===== config.mk =====
export PLATFORM = sky130hd
export DESIGN_NAME = ppcs_port
export DESIGN_NICKNAME = d
export VERILOG_FILES = /design/src/verilog/ppcs_pkg.sv /design/src/verilog/ppcs_port.sv /design/src/verilog/ppcs_sync.sv
export SDC_FILE = /design/constraint.sdc
export NUM_CORES = 1
export LEC_CHECK = 0
export BUFFER_PORTS_ARGS = -buffer_cell sky130_fd_sc_hd__buf_2
export CAP_MARGIN = 20
export CORE_ASPECT_RATIO = 0.9
export CORE_MARGIN = 1.5
export CORE_UTILIZATION = 46
export CTS_BUF_LIST = sky130_fd_sc_hd__clkbuf_16
export DETAILED_ROUTE_END_ITERATION = 10
export HOLD_SLACK_MARGIN = 0.05
export PLACE_DENSITY_LB_ADDON = 0.2
export REMOVE_ABC_BUFFERS = 1
export SYNTH_ARGS = -nofsm -noshare
export SYNTH_HDL_FRONTEND = slang
export SYNTH_SLANG_ARGS = --single-unit

===== constraint.sdc =====
create_clock -name aclk -period 1.9 [get_ports aclk]
set_clock_uncertainty 0.1 [all_clocks]
set_input_delay 0.475 -clock aclk [delete_from_list [all_inputs] [get_ports aclk]]
set_output_delay 0.475 -clock aclk [all_outputs]
set_load 0.01 [all_outputs]

===== src/verilog/ppcs_pkg.sv =====
// Package for the printer port control and status block.
// Assumes a 32-bit AXI4-Lite register bus; word-aligned byte addresses.
package ppcs_pkg;
  // Register byte addresses.
  localparam logic [4:0] OFF_DATA    = 5'h00;
  localparam logic [4:0] OFF_CONTROL = 5'h04;
  localparam logic [4:0] OFF_STATUS  = 5'h08;
  localparam logic [4:0] OFF_IRQ_ST  = 5'h0c;
  localparam logic [4:0] OFF_IRQ_MSK = 5'h10;
  // Control field positions.
  localparam int CTL_STROBE = 0;
  localparam int CTL_AUTOFD = 1;
  localparam int CTL_INIT   = 2;
  localparam int CTL_SELECT = 3;
  // Status field positions.
  localparam int ST_BUSY   = 7;
  localparam int ST_ACK    = 6;
  localparam int ST_NOPAP  = 5;
  localparam int ST_ONLINE = 4;
  localparam int ST_FAULT  = 3;
  // Interrupt event positions.
  localparam int EV_ACK   = 0;
  localparam int EV_FAULT = 1;
  localparam int EV_NOPAP = 2;
  localparam int EV_W     = 3;
  // Reset values: control 0x04 keeps init line high (printer not reset).
  localparam logic [7:0] CTL_RESET  = 8'h04;
  localparam logic [7:0] DATA_RESET = 8'h00;
  localparam logic [1:0] RESP_OKAY   = 2'h0;
  localparam logic [1:0] RESP_SLVERR = 2'h2;
endpackage : ppcs_pkg


===== src/verilog/ppcs_port.sv =====
// Printer parallel port, standard mode: control, status and data lines.
// Notes on behaviour
// RULE1: The strobe line is the inverse of control bit 0.
// RULE2: The auto line feed line is the inverse of control bit 1.
// RULE3: The initialize line equals control bit 2, so a low resets the printer.
// RULE4: The select line is the inverse of control bit 3.
// RULE5: Status bit 7 reads the inverse of the synchronised busy input.
// RULE6: Status bit 6 reads the acknowledge input as sampled.
// RULE7: Status bit 5 reads the paper-out input as sampled.
// RULE8: Status bit 4 reads the printer-online input as sampled.
// RULE9: Status bit 3 reads the fault input as sampled.
// RULE10: Software pulses the strobe low by setting then clearing bit 0.
// RULE11: The printer holds busy high while it cannot take a byte.
// RULE12: The printer pulses acknowledge low when it took the byte.
// RULE13: The printer drives paper-out high when it has no paper.
// RULE14: The printer drives online high when powered on.
// RULE15: The printer drives fault low while it has an error.
// RULE16: While auto line feed is low the printer feeds a line per line.
// RULE17: The data lines show the byte last written to the data register.
// Assumes an AXI4-Lite master on aclk; printer pins are asynchronous.
`timescale 1ns/10ps
module ppcs_port (
  // Clock and reset
  input  wire logic        aclk,
  input  wire logic        aresetn,
  // AXI4-Lite write address
  input  wire logic        s_axi_awvalid,
  output logic             s_axi_awready,
  input  wire logic [4:0]  s_axi_awaddr,
  // AXI4-Lite write data
  input  wire logic        s_axi_wvalid,
  output logic             s_axi_wready,
  input  wire logic [31:0] s_axi_wdata,
  input  wire logic [3:0]  s_axi_wstrb,
  // AXI4-Lite write response
  output logic             s_axi_bvalid,
  input  wire logic        s_axi_bready,
  output logic [1:0]       s_axi_bresp,
  // AXI4-Lite read address
  input  wire logic        s_axi_arvalid,
  output logic             s_axi_arready,
  input  wire logic [4:0]  s_axi_araddr,
  // AXI4-Lite read data
  output logic             s_axi_rvalid,
  input  wire logic        s_axi_rready,
  output logic [31:0]      s_axi_rdata,
  output logic [1:0]       s_axi_rresp,
  // Printer control outputs
  output logic             byte_strobe_out_n,
  output logic             line_advance_out_n,
  output logic             printer_init_out_n,
  output logic             printer_choose_out_n,
  // Printer status inputs
  input  wire logic        printer_busy_in,
  input  wire logic        printer_received_n,
  input  wire logic        no_media_in,
  input  wire logic        printer_online_in,
  input  wire logic        printer_fault_in_n,
  // Port data lines
  output logic [7:0]       port_byte_out,
  output logic [7:0]       port_byte_oe,
  // Interrupt
  output logic             irq
);

  // Pin inputs through two flops.
  logic [4:0] pins_s;
  ppcs_sync #(.W(5)) u_sync (
    .aclk    (aclk),
    .aresetn (aresetn),
    .async_i ({printer_busy_in, printer_received_n, no_media_in,
               printer_online_in, printer_fault_in_n}),
    .sync_o  (pins_s)
  );
  logic busy_s, ack_s, nopap_s, online_s, fault_s;
  assign busy_s   = pins_s[4];
  assign ack_s    = pins_s[3];
  assign nopap_s  = pins_s[2];
  assign online_s = pins_s[1];
  assign fault_s  = pins_s[0];

  // Status byte; reserved bits 2..0 read as zero.
  logic [7:0] status;
  always_comb begin
    status = 8'h00;
    status[ppcs_pkg::ST_BUSY]   = ~busy_s;   // see RULE5
    status[ppcs_pkg::ST_ACK]    = ack_s;     // see RULE6
    status[ppcs_pkg::ST_NOPAP]  = nopap_s;   // see RULE7
    status[ppcs_pkg::ST_ONLINE] = online_s;  // see RULE8
    status[ppcs_pkg::ST_FAULT]  = fault_s;   // see RULE9
  end

  // Bus and register state.
  logic        aw_q, aw_d, w_q, w_d, b_q, b_d, r_q, r_d;
  logic [4:0]  awa_q, awa_d;
  logic [31:0] wd_q, wd_d, rd_q, rd_d;
  logic [3:0]  ws_q, ws_d;
  logic [1:0]  br_q, br_d, rr_q, rr_d;
  logic [7:0]  ctl_q, ctl_d, dat_q, dat_d;
  logic [2:0]  ist_q, ist_d, imsk_q, imsk_d;
  logic        ack_q, ack_d, flt_q, flt_d, pap_q, pap_d;
  logic        wr_go;
  logic [2:0]  ev;

  assign s_axi_awready = ~aw_q & ~b_q;
  assign s_axi_wready  = ~w_q & ~b_q;
  assign s_axi_arready = ~r_q;
  assign s_axi_bvalid  = b_q;
  assign s_axi_bresp   = br_q;
  assign s_axi_rvalid  = r_q;
  assign s_axi_rdata   = rd_q;
  assign s_axi_rresp   = rr_q;
  assign wr_go = aw_q & w_q & ~b_q;

  // Events: acknowledge falling, fault falling, paper-out rising.
  assign ev[ppcs_pkg::EV_ACK]   = ack_q & ~ack_s;
  assign ev[ppcs_pkg::EV_FAULT] = flt_q & ~fault_s;
  assign ev[ppcs_pkg::EV_NOPAP] = ~pap_q & nopap_s;

  always_comb begin
    aw_d = aw_q; awa_d = awa_q; w_d = w_q; wd_d = wd_q; ws_d = ws_q;
    b_d = b_q; br_d = br_q; r_d = r_q; rd_d = rd_q; rr_d = rr_q;
    ctl_d = ctl_q; dat_d = dat_q; imsk_d = imsk_q;
    ack_d = ack_s; flt_d = fault_s; pap_d = nopap_s;
    ist_d = ist_q;
    if (s_axi_awvalid && s_axi_awready) begin
      aw_d  = 1'b1;
      awa_d = s_axi_awaddr;
    end
    if (s_axi_wvalid && s_axi_wready) begin
      w_d  = 1'b1;
      wd_d = s_axi_wdata;
      ws_d = s_axi_wstrb;
    end
    if (wr_go) begin
      aw_d = 1'b0;
      w_d  = 1'b0;
      b_d  = 1'b1;
      br_d = ppcs_pkg::RESP_OKAY;
      unique case ({awa_q[4:2], 2'b00})
        ppcs_pkg::OFF_DATA:
          if (ws_q[0]) dat_d = wd_q[7:0];                  // see RULE17
        ppcs_pkg::OFF_CONTROL:
          if (ws_q[0]) ctl_d = {4'h0, wd_q[3:0]};          // see RULE10
        ppcs_pkg::OFF_STATUS: ;
        ppcs_pkg::OFF_IRQ_ST:
          if (ws_q[0]) ist_d = ist_q & ~wd_q[2:0];
        ppcs_pkg::OFF_IRQ_MSK:
          if (ws_q[0]) imsk_d = wd_q[2:0];
        default: ;
      endcase
    end
    // Set wins over a same-cycle write-one-to-clear.
    ist_d = ist_d | ev;
    if (b_q && s_axi_bready) b_d = 1'b0;
    if (s_axi_arvalid && s_axi_arready) begin
      r_d  = 1'b1;
      rr_d = ppcs_pkg::RESP_OKAY;
      unique case ({s_axi_araddr[4:2], 2'b00})
        ppcs_pkg::OFF_DATA:    rd_d = {24'h0, dat_q};
        ppcs_pkg::OFF_CONTROL: rd_d = {24'h0, ctl_q};
        ppcs_pkg::OFF_STATUS:  rd_d = {24'h0, status};
        ppcs_pkg::OFF_IRQ_ST:  rd_d = {29'h0, ist_q};
        ppcs_pkg::OFF_IRQ_MSK: rd_d = {29'h0, imsk_q};
        default:               rd_d = 32'h0;
      endcase
    end
    if (r_q && s_axi_rready) r_d = 1'b0;
  end

  always_ff @(posedge aclk) begin
    if (!aresetn) begin
      aw_q <= 1'b0; w_q <= 1'b0; b_q <= 1'b0; r_q <= 1'b0;
      awa_q <= 5'h00; wd_q <= 32'h0; ws_q <= 4'h0;
      br_q <= 2'h0; rd_q <= 32'h0; rr_q <= 2'h0;
      ctl_q <= ppcs_pkg::CTL_RESET;
      dat_q <= ppcs_pkg::DATA_RESET;
      ist_q <= 3'h0; imsk_q <= 3'h0;
      // Detectors start at the synchroniser's reset level, so the rise of
      // the synchronised idle-high pins after reset is not taken as an edge.
      ack_q <= 1'b0; flt_q <= 1'b0; pap_q <= 1'b0;
    end else begin
      aw_q <= aw_d; w_q <= w_d; b_q <= b_d; r_q <= r_d;
      awa_q <= awa_d; wd_q <= wd_d; ws_q <= ws_d;
      br_q <= br_d; rd_q <= rd_d; rr_q <= rr_d;
      ctl_q <= ctl_d; dat_q <= dat_d;
      ist_q <= ist_d; imsk_q <= imsk_d;
      ack_q <= ack_d; flt_q <= flt_d; pap_q <= pap_d;
    end
  end

  assign byte_strobe_out_n    = ~ctl_q[ppcs_pkg::CTL_STROBE]; // see RULE1
  assign line_advance_out_n   = ~ctl_q[ppcs_pkg::CTL_AUTOFD]; // see RULE2
  assign printer_init_out_n   = ctl_q[ppcs_pkg::CTL_INIT];    // see RULE3
  assign printer_choose_out_n = ~ctl_q[ppcs_pkg::CTL_SELECT]; // see RULE4
  assign port_byte_out        = dat_q;                        // see RULE17
  assign port_byte_oe         = 8'hff;
  assign irq                  = |(ist_q & imsk_q);
endmodule : ppcs_port


===== src/verilog/ppcs_sync.sv =====
// Two-flop synchroniser for a bank of pin inputs.
// Assumes inputs are asynchronous to aclk.
`timescale 1ns/10ps
module ppcs_sync #(
  parameter int W = 5
) (
  // Clock and reset
  input  wire logic         aclk,
  input  wire logic         aresetn,
  // Data
  input  wire logic [W-1:0] async_i,
  output logic      [W-1:0] sync_o
);
  logic [W-1:0] meta_q;
  logic [W-1:0] meta_d;
  logic [W-1:0] sync_q;
  logic [W-1:0] sync_d;

  always_comb begin
    meta_d = async_i;
    sync_d = meta_q;
  end

  always_ff @(posedge aclk) begin
    if (!aresetn) begin
      meta_q <= '0;
      sync_q <= '0;
    end else begin
      meta_q <= meta_d;
      sync_q <= sync_d;
    end
  end

  assign sync_o = sync_q;
endmodule : ppcs_sync

[Word level (Yosys, flattened, before mapping)]
Index checks and enable logic that the tools add are counted.
Storage, ports and cells
  bits in writable memories: 0
  bits in read-only memories: 0
  latch bits: 0
  memories: 0
  logic and storage cells: 65
  register bits after elaboration: 81
Cells by class
  bitwise logic cells: 23
  divide/modulo/power cells: 0
  magnitude comparators: 0
  reductions and logical operators: 14
  muxes and demuxes: 4
  eq/ne operators: 7
  $add $sub $neg: 0
  shifts and indexed selects: 0
  multiply operators: 0
Operators by type and width (number)
  8-bit case mux with 5 select lines: 1
  1-bit inverter: 12
  3-bit by 2-bit equality test with 1-bit output, second input constant: 3
  3-bit 2-to-1 mux: 3
  3-bit AND reduction: 3
  1-bit bitwise AND: 7
  3-bit bitwise AND: 2
  3-bit by 1-bit equality test with 1-bit output, second input constant: 2
  3-bit equality test, second input constant: 2
  3-bit logical NOT: 2
  2-bit OR reduction: 3
  1-bit logical AND: 5
  3-bit inverter: 1
  3-bit OR: 1
  3-bit OR reduction: 1

[Logic depth before layout (Yosys ltp)]
Gate-level depths: netlist of the first run.
  word-level depth: 6
  depth in mapped cells: 6
  gate-level depth less buffers: 4

[By module]
Synthesis of the first run repeated with hierarchy kept, for this count alone.
Unflattened totals
  cell total of the unflattened synthesis: 270
  area, all modules: 2439.8 sq um
By module, submodules not included
  ppcs_port: area an instance 2177.1 sq um, cells each 250, instances 1
  ppcs_sync: area an instance 262.8 sq um, cells each 20, instances 1

[Least setup slack after synthesis of the first run]
No wires, ideal clock.
  kind: input -> register
  from: input s_axi_araddr[2]
  to: register rd_q[0] (netlist: s_axi_rdata[0])
  stages: 5
  path buffers: 1
  required time: 1684 ps
  path slack: 292 ps
  data arrival time: 1391 ps
  cell sequence: clkbuf_1 > mux2_2 > nand2_1 > a21oi_1 > a31o_2
Between the ends
  longest elaborated chain between the ends: 2
Ends and longest elaborated chain
  from (decl): line ppcs_port.sv:42  | input wire logic [4:0] s_axi_araddr,
  3-bit equality test, or another cell as far along: line ppcs_port.sv:159  | unique case ({s_axi_araddr[4:2], 2'b00})
  8-bit case mux with 5 select lines *: line ppcs_port.sv:159
  to (signal assigned): line ppcs_port.sv:185  | br_q <= br_d; rd_q <= rd_d; rr_q <= rr_d;
  to (decl): line ppcs_port.sv:96  | logic [31:0] wd_q, wd_d, rd_q, rd_d;
Every way passes the cells marked *; elsewhere a longest branch is shown, timed or not.
A chain may end at the register's enable or synchronous reset.

[Worst setup path in the final report of the first run]
  from: register ist_q[1]
  to: output irq
Between the ends
  longest elaborated chain between the ends: 2
Ends and longest elaborated chain
  from (decl): line ppcs_port.sv:100  | logic [2:0] ist_q, ist_d, imsk_q, imsk_d;
  from (signal assigned): line ppcs_port.sv:187  | ist_q <= ist_d; imsk_q <= imsk_d;
  3-bit bitwise AND: line ppcs_port.sv:198  | assign irq = |(ist_q & imsk_q);
  3-bit OR reduction: line ppcs_port.sv:198
  to (decl): line ppcs_port.sv:63  | output logic irq
Every way passes these cells.

==> summary.txt, run 1 <==
Run status
  • Status: completed

STA
  • Slew Viols, Final: 0
  • RSZ-0062 raised after global routing: false
  • Setup violations, final: 0
  • Period utilization: 95.0%
  • Endpoints failing hold: 0
  • Slew headroom: ~60%
  • Worst setup margin: 95.7 ps
  • Setup_tns: 0 ps
  • Hold WS: 281 ps
  • Fmax: approximately 550 MHz
  • Slew of the pin with the lowest slew margin: 583 ps
  • Final worst path period need: between 1500 and 2000 ps

Setup path
  • Reg2Reg Setup Slack: 280 ps
  • Setup crit start kind: flip-flop
  • Setup CP Type: flip-flop to primary output
  • CP Capture Type: primary output
  • R2R cell count: 4
  • Critical R2R Capture: ctl_q[2]
  • Worst path arrival time: about 1200 ps
  • Maximum fanout along the worst path: 3
  • Worst r2r src: aw_q
  • CP required: 1320 ps

Clock network
  • CTS Buf Count: 5
  • CTS tree: built
  • Hold-fix buffers, CTS: 0
  • Clock Tree Root: clkbuf_16
  • Reg clk slew, reported paths: roughly 70 ps
  • Buffer depth of the longest clock path: 2
  • Post_cts resized: 0
  • H-Tree Depth: 2
  • Worst skew pair latency: ~290 ps
  • CTS Sinks: between 50 and 60
  • Post-CTS setup buffers: 0

Route
  • DRT iter0 DRCs: 56
  • # DRC: 0
  • Antenna-violating nets left: 0
  • WL per Instance: 11.6 um
  • Vias per cell: ~4.6
  • Vias: 1,797
  • DRT Pass-1 Iters: 4
  • Drt total wl: 4.51 mm

Synth
  • Cell variety after synth: 38
  • Count leader, synth: dfxtp_1
  • Commonest cells post-synth: dfxtp_1, buf_4, nand2_1, and2_1, a21boi_0
  • Number of synthesized register bits: 55
  • Post-Synthesis Mean Instance Area: 9.12 um2
  • Ys flop type: dfxtp_1
  • Number of flops mapped to enable cells by yosys: 0
  • Synthesized area: 0.00248 mm2
  • Ys Warns: 0
  • Top cell type's share of synthesized area: 44.4%
  • Cell taking the most area after synthesis: dfxtp_1
  • Top cells by area, synth: dfxtp_1, buf_4, nand2_1
  • Syn Inst Count: 272
  • Post-synth ARST share: 0%
  • Sequential fraction of the synthesis area: 44.4%

Power and ir drop
  • Pwr/cell area: 883 mW/mm2
  • Maximum vdd drop: 513 uV
  • PnR Total Power: 2.49 mW
  • Internal: 1.90 mW
  • Clock share of power: between 40 and 50%
  • Sequential Power Share: 49.0%
  • Psw: 589 uW
  • Leak: 1.26 nW
  • Combinational Power Share: between 8 and 9%
  • Sw frac: between 20% and 30%

Layout
  • Ant diodes: 0
  • End-of-flow core utilization: 54.0%
  • Non-filler instance count after layout: 389
  • Layout area overhead: 13.8%
  • Nets: 379
  • Design Area, Final: 0.00282 mm2
  • Share of cells above drive strength 1: 27.0%

Placement
  • Placement Cell Area: 0.00265 mm2
  • PortBufs: 52
  • Gpl congestion: 0.758
  • Inst Count DP: 381
  • Pre-CTS worst setup slack: between 200 and 300 ps
  • Detail Placement HPWL: 3.28 mm

Hold path
  • HP Class: input port to flip-flop
  • Hold endpoint: u_sync.meta_q[3]
  • Beginning of the worst hold path: printer_received_n
  • Worst hold path cell count: 2

Run
  • Max Cap Viol: 0

Die
  • Die width: between 80 and 90 um
  • Total core area: 0.00522 mm2
  • Row count: 25
  • Die H: between 70 and 80 um
  • Starting Density: between 40% and 50%
  • Total I/O pin count: 120
  • Die area: approximately 0.0058 mm2

Global routing
  • Gr usage total: 16.3%
  • Largest net degree at the start of global routing: 24
  • Vias in the first global route: 1,581
  • Initial antenna violation count: 0
  • GRT overflow: 0
  • First-pass GRT wire length: 7.29 mm
==> placed cells by master, fill, tap and decap left out, drive strengths merged <==
cell / n
a211oi: 1
a21boi: 14
a21oi: 7
a222oi: 1
a22oi: 4
a31o: 3
a32oi: 3
and2: 15
and3b: 1
buf: 58
bufinv: 1
clkbuf: 5
clkinvlp: 1
conb: 36
dfxtp: 55
inv: 10
mux2: 6
mux2i: 3
nand2: 34
nand2b: 2
nand3: 14
nand4: 1
nand4b: 1
nor2: 6
nor2b: 12
nor3: 1
nor3b: 1
nor4b: 1
o211a: 1
o21a: 3
o21ai: 17
o22ai: 1
or4: 2
or4b: 1
==> worst max-delay path: stages, from the launching register on <==
cell      delay (ps)
dfxtp_1          330
a222oi_1         410
inv_1             60
buf_2            140
==> power groups by stage <==
stage               Clock, mW  Sequential, mW  Combinational [mW]
global placement            0            1.25               0.215
global route             1.13            1.23               0.250
CTS                      1.08            1.22               0.218
floorplan                   0            1.24               0.125
finish                   1.05            1.22               0.217
detailed placement          0            1.25               0.218
==> layer usage <==
layer  GRT usage (%)  up-vias  share of wire, %
met5               0        -                 0
met4            5.75        0               1.2
met3            3.75        5               4.1
met2            26.7       51                46
met1            21.2      803                48
li1                -      938                 -
==> worst max path at each step <==
stage,start,end,slack (ps),cells past startpoint
4_1_cts,ist_q[1],irq,90,3
6_report,ist_q[1],irq,100,3
2_1_floorplan,s_axi_bvalid,port_byte_out[0],390,4
3_3_place_gp,s_axi_araddr[2],s_axi_rdata[2],300,5
3_5_place_dp,aw_q,ctl_q[2],300,4
5_1_grt,ist_q[1],irq,40,3
==> layout make-up <==
type                       instances  area, um2
clock buffer                       5        125
clock inverter                     3       46.3
fill                             527       2400
inverter                           9       33.8
multi-input combinational        192       1130
sequential                        55       1100
tap                               67       83.8
timing repair buffer              58        305
==> flip-flops by register name (all words and copies together) (netlist names) <==
name and count:
ack_q 1, aw_q 1, awa_q 3, ctl_q 4, flt_q 1, imsk_q 3
ist_q 3, pap_q 1, port_byte_out 8, s_axi_bvalid 1, s_axi_rdata 8, s_axi_rvalid 1
u_sync.meta_q 5, u_sync.sync_o 5, w_q 1, wd_q 8, ws_q 1
==> kinds of logic after synthesis <==
group           count (synthesis)  share of synthesized area, %
mux                             9                          3.93
buf+inv                        59                          15.3
flops                          55                          44.4
compound gates                 55                          15.9
simple gates                   92                          20.2
other cells                     2                         0.303
No activity file was read; power rests on OpenSTA's default activity.
==> run 2: changes to the inputs <==
Settings changed: SETUP_SLACK_MARGIN set to 0.1.
Clock period 1.9 ns to 2 ns, I/O delays scaled along.
==> run 2 against run 1 <==
  * Via count is 1.9% higher
  * Cell area is 1.1% lower
  * Flip-flop and latch count stayed put
  * Count of clock-buffer cells in the layout stayed put
  * First-iteration DRC count is 21% higher
  * Sequential power is 5% lower
  * Combinational power is 4% lower
  * Total power is 12% lower
  * Critical path type unchanged
==> summary.txt, run 2 (synthesis results as in run 1) <==
Clock network
  • CTS Buf Count: 5 (unchanged)
  • Reg clk slew, reported paths: 70 ps (about the same)
  • CTS tree: built
  • Buffer depth of the longest clock path: 2 (unchanged)
  • Hold-fix buffers, CTS: 0 (unchanged)
  • Post_cts resized: 0 (unchanged)
  • H-Tree Depth: 2 (unchanged)
  • Clock Tree Root: clkbuf_16
  • CTS Sinks: 55 (unchanged)
  • Post-CTS setup buffers: 0 (unchanged)
  • Worst skew pair latency: 290 ps (about the same)

Setup path
  • Setup CP Type: flip-flop to primary output
  • Setup crit start kind: flip-flop
  • Worst path arrival time: 1220 ps (about the same)
  • CP required: 1400 ps (+80 ps)
  • CP Capture Type: primary output
  • Maximum fanout along the worst path: 3 (unchanged)

STA
  • Slew of the pin with the lowest slew margin: 532 ps (-51.2 ps)
  • Slew Viols, Final: 0 (unchanged)
  • Endpoints failing hold: 0 (unchanged)
  • Fmax: 550 MHz
  • Slew headroom: 64.0% (+3.2 points)
  • Period utilization: 90.9%
  • Final worst path period need: 1820 ps
  • Setup violations, final: 0 (unchanged)
  • Setup_tns: 0 ps (unchanged)
  • RSZ-0062 raised after global routing: false

Die
  • Starting Density: 47.5% (unchanged)
  • Total I/O pin count: 120 (unchanged)
  • Die area: 0.00584 mm2 (unchanged)
  • Total core area: 0.00522 mm2 (unchanged)
  • Die H: 72.7 um (unchanged)
  • Die width: 80.4 um (unchanged)
  • Row count: 25 (unchanged)

Power and ir drop
  • Leak: 1.25 nW (-0.76%)
  • Maximum vdd drop: 625 uV (+22%)
  • Pwr/cell area: 790 mW/mm2 (-11%)
  • PnR Total Power: 2.20 mW (-12%)

Global routing
  • Met1 track demand over resource: 23.2% (+2.0 points)
  • Largest net degree at the start of global routing: 22 (-8.3%)
  • Met3 Usage GRT: 4.25% (+0.50 points)
  • M2 GR Usage: 26.3% (-0.37 points)
  • GRT overflow: 0 (unchanged)
  • GRT busiest layer: met2
  • First-pass GRT wire length: 7.63 mm (+4.6%)
  • Vias in the first global route: 1,553 (-1.8%)
  • Gr usage total: 17.0% (+0.66 points)
  • Initial antenna violation count: 0 (unchanged)

Route
  • Vias per cell: 4.71 (+1.9%)
  • DRT iter0 DRCs: 68 (+21%)
  • DRT Pass-1 Iters: 5 (+1)
  • # DRC: 0 (unchanged)
  • Vias: 1,831 (+1.9%)
  • Drt total wl: 4.52 mm (+0.29%)
  • Antenna-violating nets left: 0 (unchanged)
  • WL per Instance: 11.6 um (+0.29%)

Layout
  • Commonest non-fill, non-tap cells in the layout: dfxtp_1, buf_2, conb_1, nand2_1, and2_1
  • Share of cells above drive strength 1: 26.7% (-0.31 points)
  • Layout fillers: 518 (-1.7%)
  • Commonest non-fill, non-tap cell in the layout: dfxtp_1
  • Nets: 379 (unchanged)
  • Ant diodes: 0 (unchanged)
  • Layout area overhead: 12.6%

Hold path
  • HP Class: input port to flip-flop

Placement
  • Detail Placement HPWL: 3.35 mm (+2.3%)
  • Gpl congestion: 0.733 (-3.3%)
  • PortBufs: 52 (unchanged)

Run status
  • Status: completed

Run
  • Max Cap Viol: 0 (unchanged)
==> run 2: cell count changes in the layout (fill, tap and decap cells not counted) <==
cell / change
inv_6: -1
bufinv_16: -1
inv_1: +1
clkinv_2: +1
==> run 2: final timing paths <==
kind | from | end | slack, ps | depth (start not counted)
max | ist_q[1] | irq | 180 | 3
min | printer_busy_in | u_sync.meta_q[4] | 310 | 2
min reg2reg | u_sync.meta_q[4] | u_sync.sync_o[4] | 340 | 1
max reg2reg | aw_q | ist_q[1] | 360 | 4
==> run 2: area by class of cell <==
cell class / count / area, um2 / area share (%)
inverters: 9 / 33.8 / 1.21
flip-flops and latches: 55 / 1100 / 39.4
well taps: 67 / 83.8 / 3.00
multi-input cells: 192 / 1130 / 40.4
repair buffers: 58 / 305 / 10.9
clock inverters: 3 / 16.3 / 0.582
clock buffers: 5 / 125 / 4.48
==> run 2: where the power goes <==
group,leakage [nW],switching (mW),total [mW],internal [mW]
Combinational,0.726,0.127,0.208,0.0805
Sequential,0.449,0.0269,1.16,1.13
Clock,0.0710,0.379,0.837,0.458
==> run 2: metal layers <==
| metal | vias up | wire length [um] | share of wire (%) |
|---|---|---|---|
| met3 | 7 | 251 | 5.5 |
| met2 | 48 | 2120 | 47 |
| li1 | 943 | - | - |
| met5 | - | 0 | 0 |
| met4 | 0 | 59 | 1.3 |
| met1 | 833 | 2100 | 46 |
==> run 2: stage by stage <==
stage                     cells  hold slack (ps)  utilization [%]  setup slack, ps  area, um2
after floorplan             256              312                -              490       2260
after global placement      381              314             50.8              357       2650
after detailed placement    381              318             50.8              324       2650
after CTS                   389              304             53.5              198       2790
after global routing        389              317             53.5              123       2790
final                       389              311             53.5              182       2790
==> run 2: worst max-delay path: stages, from the launching register on <==
cell and delay [ps]:
dfxtp_1 320, a222oi_1 380, inv_1 80, buf_2 150
==> run 3: changes to the inputs <==
Settings changed: CORE_UTILIZATION 46 to 35, PLACE_DENSITY_LB_ADDON 0.2 to unset.
==> run 3 against run 2 <==
  * Hold slack got worse by 2.4 ps
  * Count of clock-buffer cells in the layout is the same
  * Sequential share of layout area shrank 0.95 points
  * Total power increased by 6.7%
  * Global-route usage decreased by 4.0 points
  * Worst setup slack better by 19 ps
  * Clock power increased by 18%
  * Core utilization fell by 11 points
  * First-iteration DRC count up 4.4%
  * Cell count up 6.4%
  * Flip-flop and latch count unchanged
==> summary.txt, run 3 (synthesis results as in run 1) <==
Layout
  • Share of cells above drive strength 1: 27.8% (+1.1 points)
  • Layout area overhead: 15.5%
  • Non-filler instance count after layout: 414 (+6.4%)
  • Nets: 381 (+0.53%)
  • Commonest non-fill, non-tap cell in the layout: dfxtp_1
  • End-of-flow core utilization: 42.6% (-11 points)
  • Ant diodes: 0 (unchanged)
  • Commonest non-fill, non-tap cells in the layout: dfxtp_1, buf_2, conb_1, nand2_1, and2_1

Die
  • Total I/O pin count: 120 (unchanged)
  • Total core area: 0.00673 mm2 (+29%)
  • Die width: 91.8 um (+14%)
  • Die H: 82.9 um (+14%)
  • Starting Density: 36.9% (-11 points)
  • Die area: 0.00760 mm2 (+30%)
  • Row count: 28 (+12%)

Route
  • WL per Instance: 11.4 um (-1.9%)
  • DRT Pass-1 Iters: 4 (-1)
  • Drt total wl: 4.72 mm (+4.4%)
  • Vias per cell: 4.42 (-6.1%)
  • # DRC: 0 (unchanged)
  • Antenna-violating nets left: 0 (unchanged)
  • Vias: 1,830 (-0.055%)
  • DRT iter0 DRCs: 71 (+4.4%)

STA
  • Endpoints failing hold: 0 (unchanged)
  • Final worst path period need: 1800 ps (-19.0 ps)
  • Slew of the pin with the lowest slew margin: 500 ps (-32.6 ps)
  • Setup_tns: 0 ps (unchanged)
  • Fmax: 556 MHz (+1.1%)
  • Slew headroom: 66.2% (+2.2 points)
  • RSZ-0062 raised after global routing: false
  • Worst setup margin: 201 ps (+19.0 ps)
  • Slew Viols, Final: 0 (unchanged)
  • Period utilization: 89.9% (-0.95 points)
  • Setup violations, final: 0 (unchanged)

Power and ir drop
  • Leak: 1.27 nW (+1.9%)
  • Pwr/cell area: 821 mW/mm2 (+4.0%)
  • Maximum vdd drop: 377 uV (-40%)

Global routing
  • Vias in the first global route: 1,635 (+5.3%)
  • Gr usage total: 13.0% (-4.0 points)
  • Initial antenna violation count: 0 (unchanged)
  • Largest net degree at the start of global routing: 23 (+4.5%)
  • GRT overflow: 0 (unchanged)
  • First-pass GRT wire length: 7.75 mm (+1.5%)

Placement
  • Inst Count DP: 405 (+6.3%)
  • PortBufs: 52 (unchanged)
  • Pre-CTS worst setup slack: 365 ps (+40.3 ps)
  • Detail Placement HPWL: 3.54 mm (+5.6%)
  • Gpl congestion: 0.730 (-0.33%)

Setup path
  • CP Cell Sequence: a222oi_1, inv_1, buf_2
  • Setup CP Type: flip-flop to primary output
  • Critical Path Slowest Stage Cell: a222oi_1
  • Worst path arrival time: 1200 ps (-20 ps)
  • Setup crit start kind: flip-flop
  • CP peak stage delay: 370 ps (about the same)
  • CP required: 1400 ps (about the same)
  • CP Capture Type: primary output
  • Delay-heaviest family, CP: compound AO/OA/AOI/OAI gates
  • Buf/Inv on CP: 2 (unchanged)
  • Maximum fanout along the worst path: 3 (unchanged)

Clock network
  • Buffer depth of the longest clock path: 2 (unchanged)
  • CTS Sinks: 55 (unchanged)
  • Reg clk slew, reported paths: 70 ps (about the same)
  • Worst skew pair latency: 290 ps (about the same)
  • H-Tree Depth: 2 (unchanged)
  • Clock Tree Root: clkbuf_16
  • Hold-fix buffers, CTS: 0 (unchanged)
  • CTS Buf Count: 5 (unchanged)
  • CTS tree: built

Hold path
  • HP Class: input port to flip-flop

Run status
  • Status: completed

Run
  • Max Cap Viol: 0 (unchanged)
-- run 3: per-stage QoR --
stage | hold slack [ps] | area [um2] | total power [mW]
detailed placement | 318 | 2690 | 1.40
global placement | 315 | 2690 | 1.39
finish | 309 | 2870 | 2.35
global route | 301 | 2870 | 2.47
floorplan | 312 | 2260 | 1.30
CTS | 304 | 2860 | 2.38
-- run 3: repair_timing --
item / 4_1_cts / 5_1_grt
endpoints found under the setup margin: 0 / 1
buffers inserted: 0 / 1
gates resized for setup: 0 / 1
-- run 3: final timing paths --
kind | slack (ps) | start | to | depth (start not counted)
setup reg to reg | 380 | aw_q | ist_q[2] | 4
hold / removal | 310 | printer_fault_in_n | u_sync.meta_q[0] | 2
hold reg to reg | 340 | u_sync.meta_q[0] | u_sync.sync_o[0] | 1
setup / recovery | 200 | imsk_q[1] | irq | 3
-- run 3: area by class of cell --
class | count | area (um2)
flip-flops and latches | 55 | 1100
multi-input cells | 192 | 1130
repair buffers | 60 | 320
inverters | 9 | 33.8
clock inverters | 3 | 43.8
clock buffers | 5 | 125
fillers | 700 | 3860
well taps | 90 | 113
-- run 3: power by group --
| part | total (mW) | internal [mW] | switching [mW] |
|---|---|---|---|
| Combinational | 0.209 | 0.0818 | 0.128 |
| Clock | 0.984 | 0.591 | 0.393 |
| Sequential | 1.16 | 1.13 | 0.0271 |
| Total | 2.35 | 1.81 | 0.548 |
-- run 3: layer usage --
metal / GRT usage, % / vias up / share of wire [%]
li1: - / 948 / -
met1: 17.9 / 813 / 50
met3: 3.94 / 6 / 5.6
met2: 19.6 / 63 / 43
met4: 3.78 / 0 / 1.1
met5: 0 / - / 0
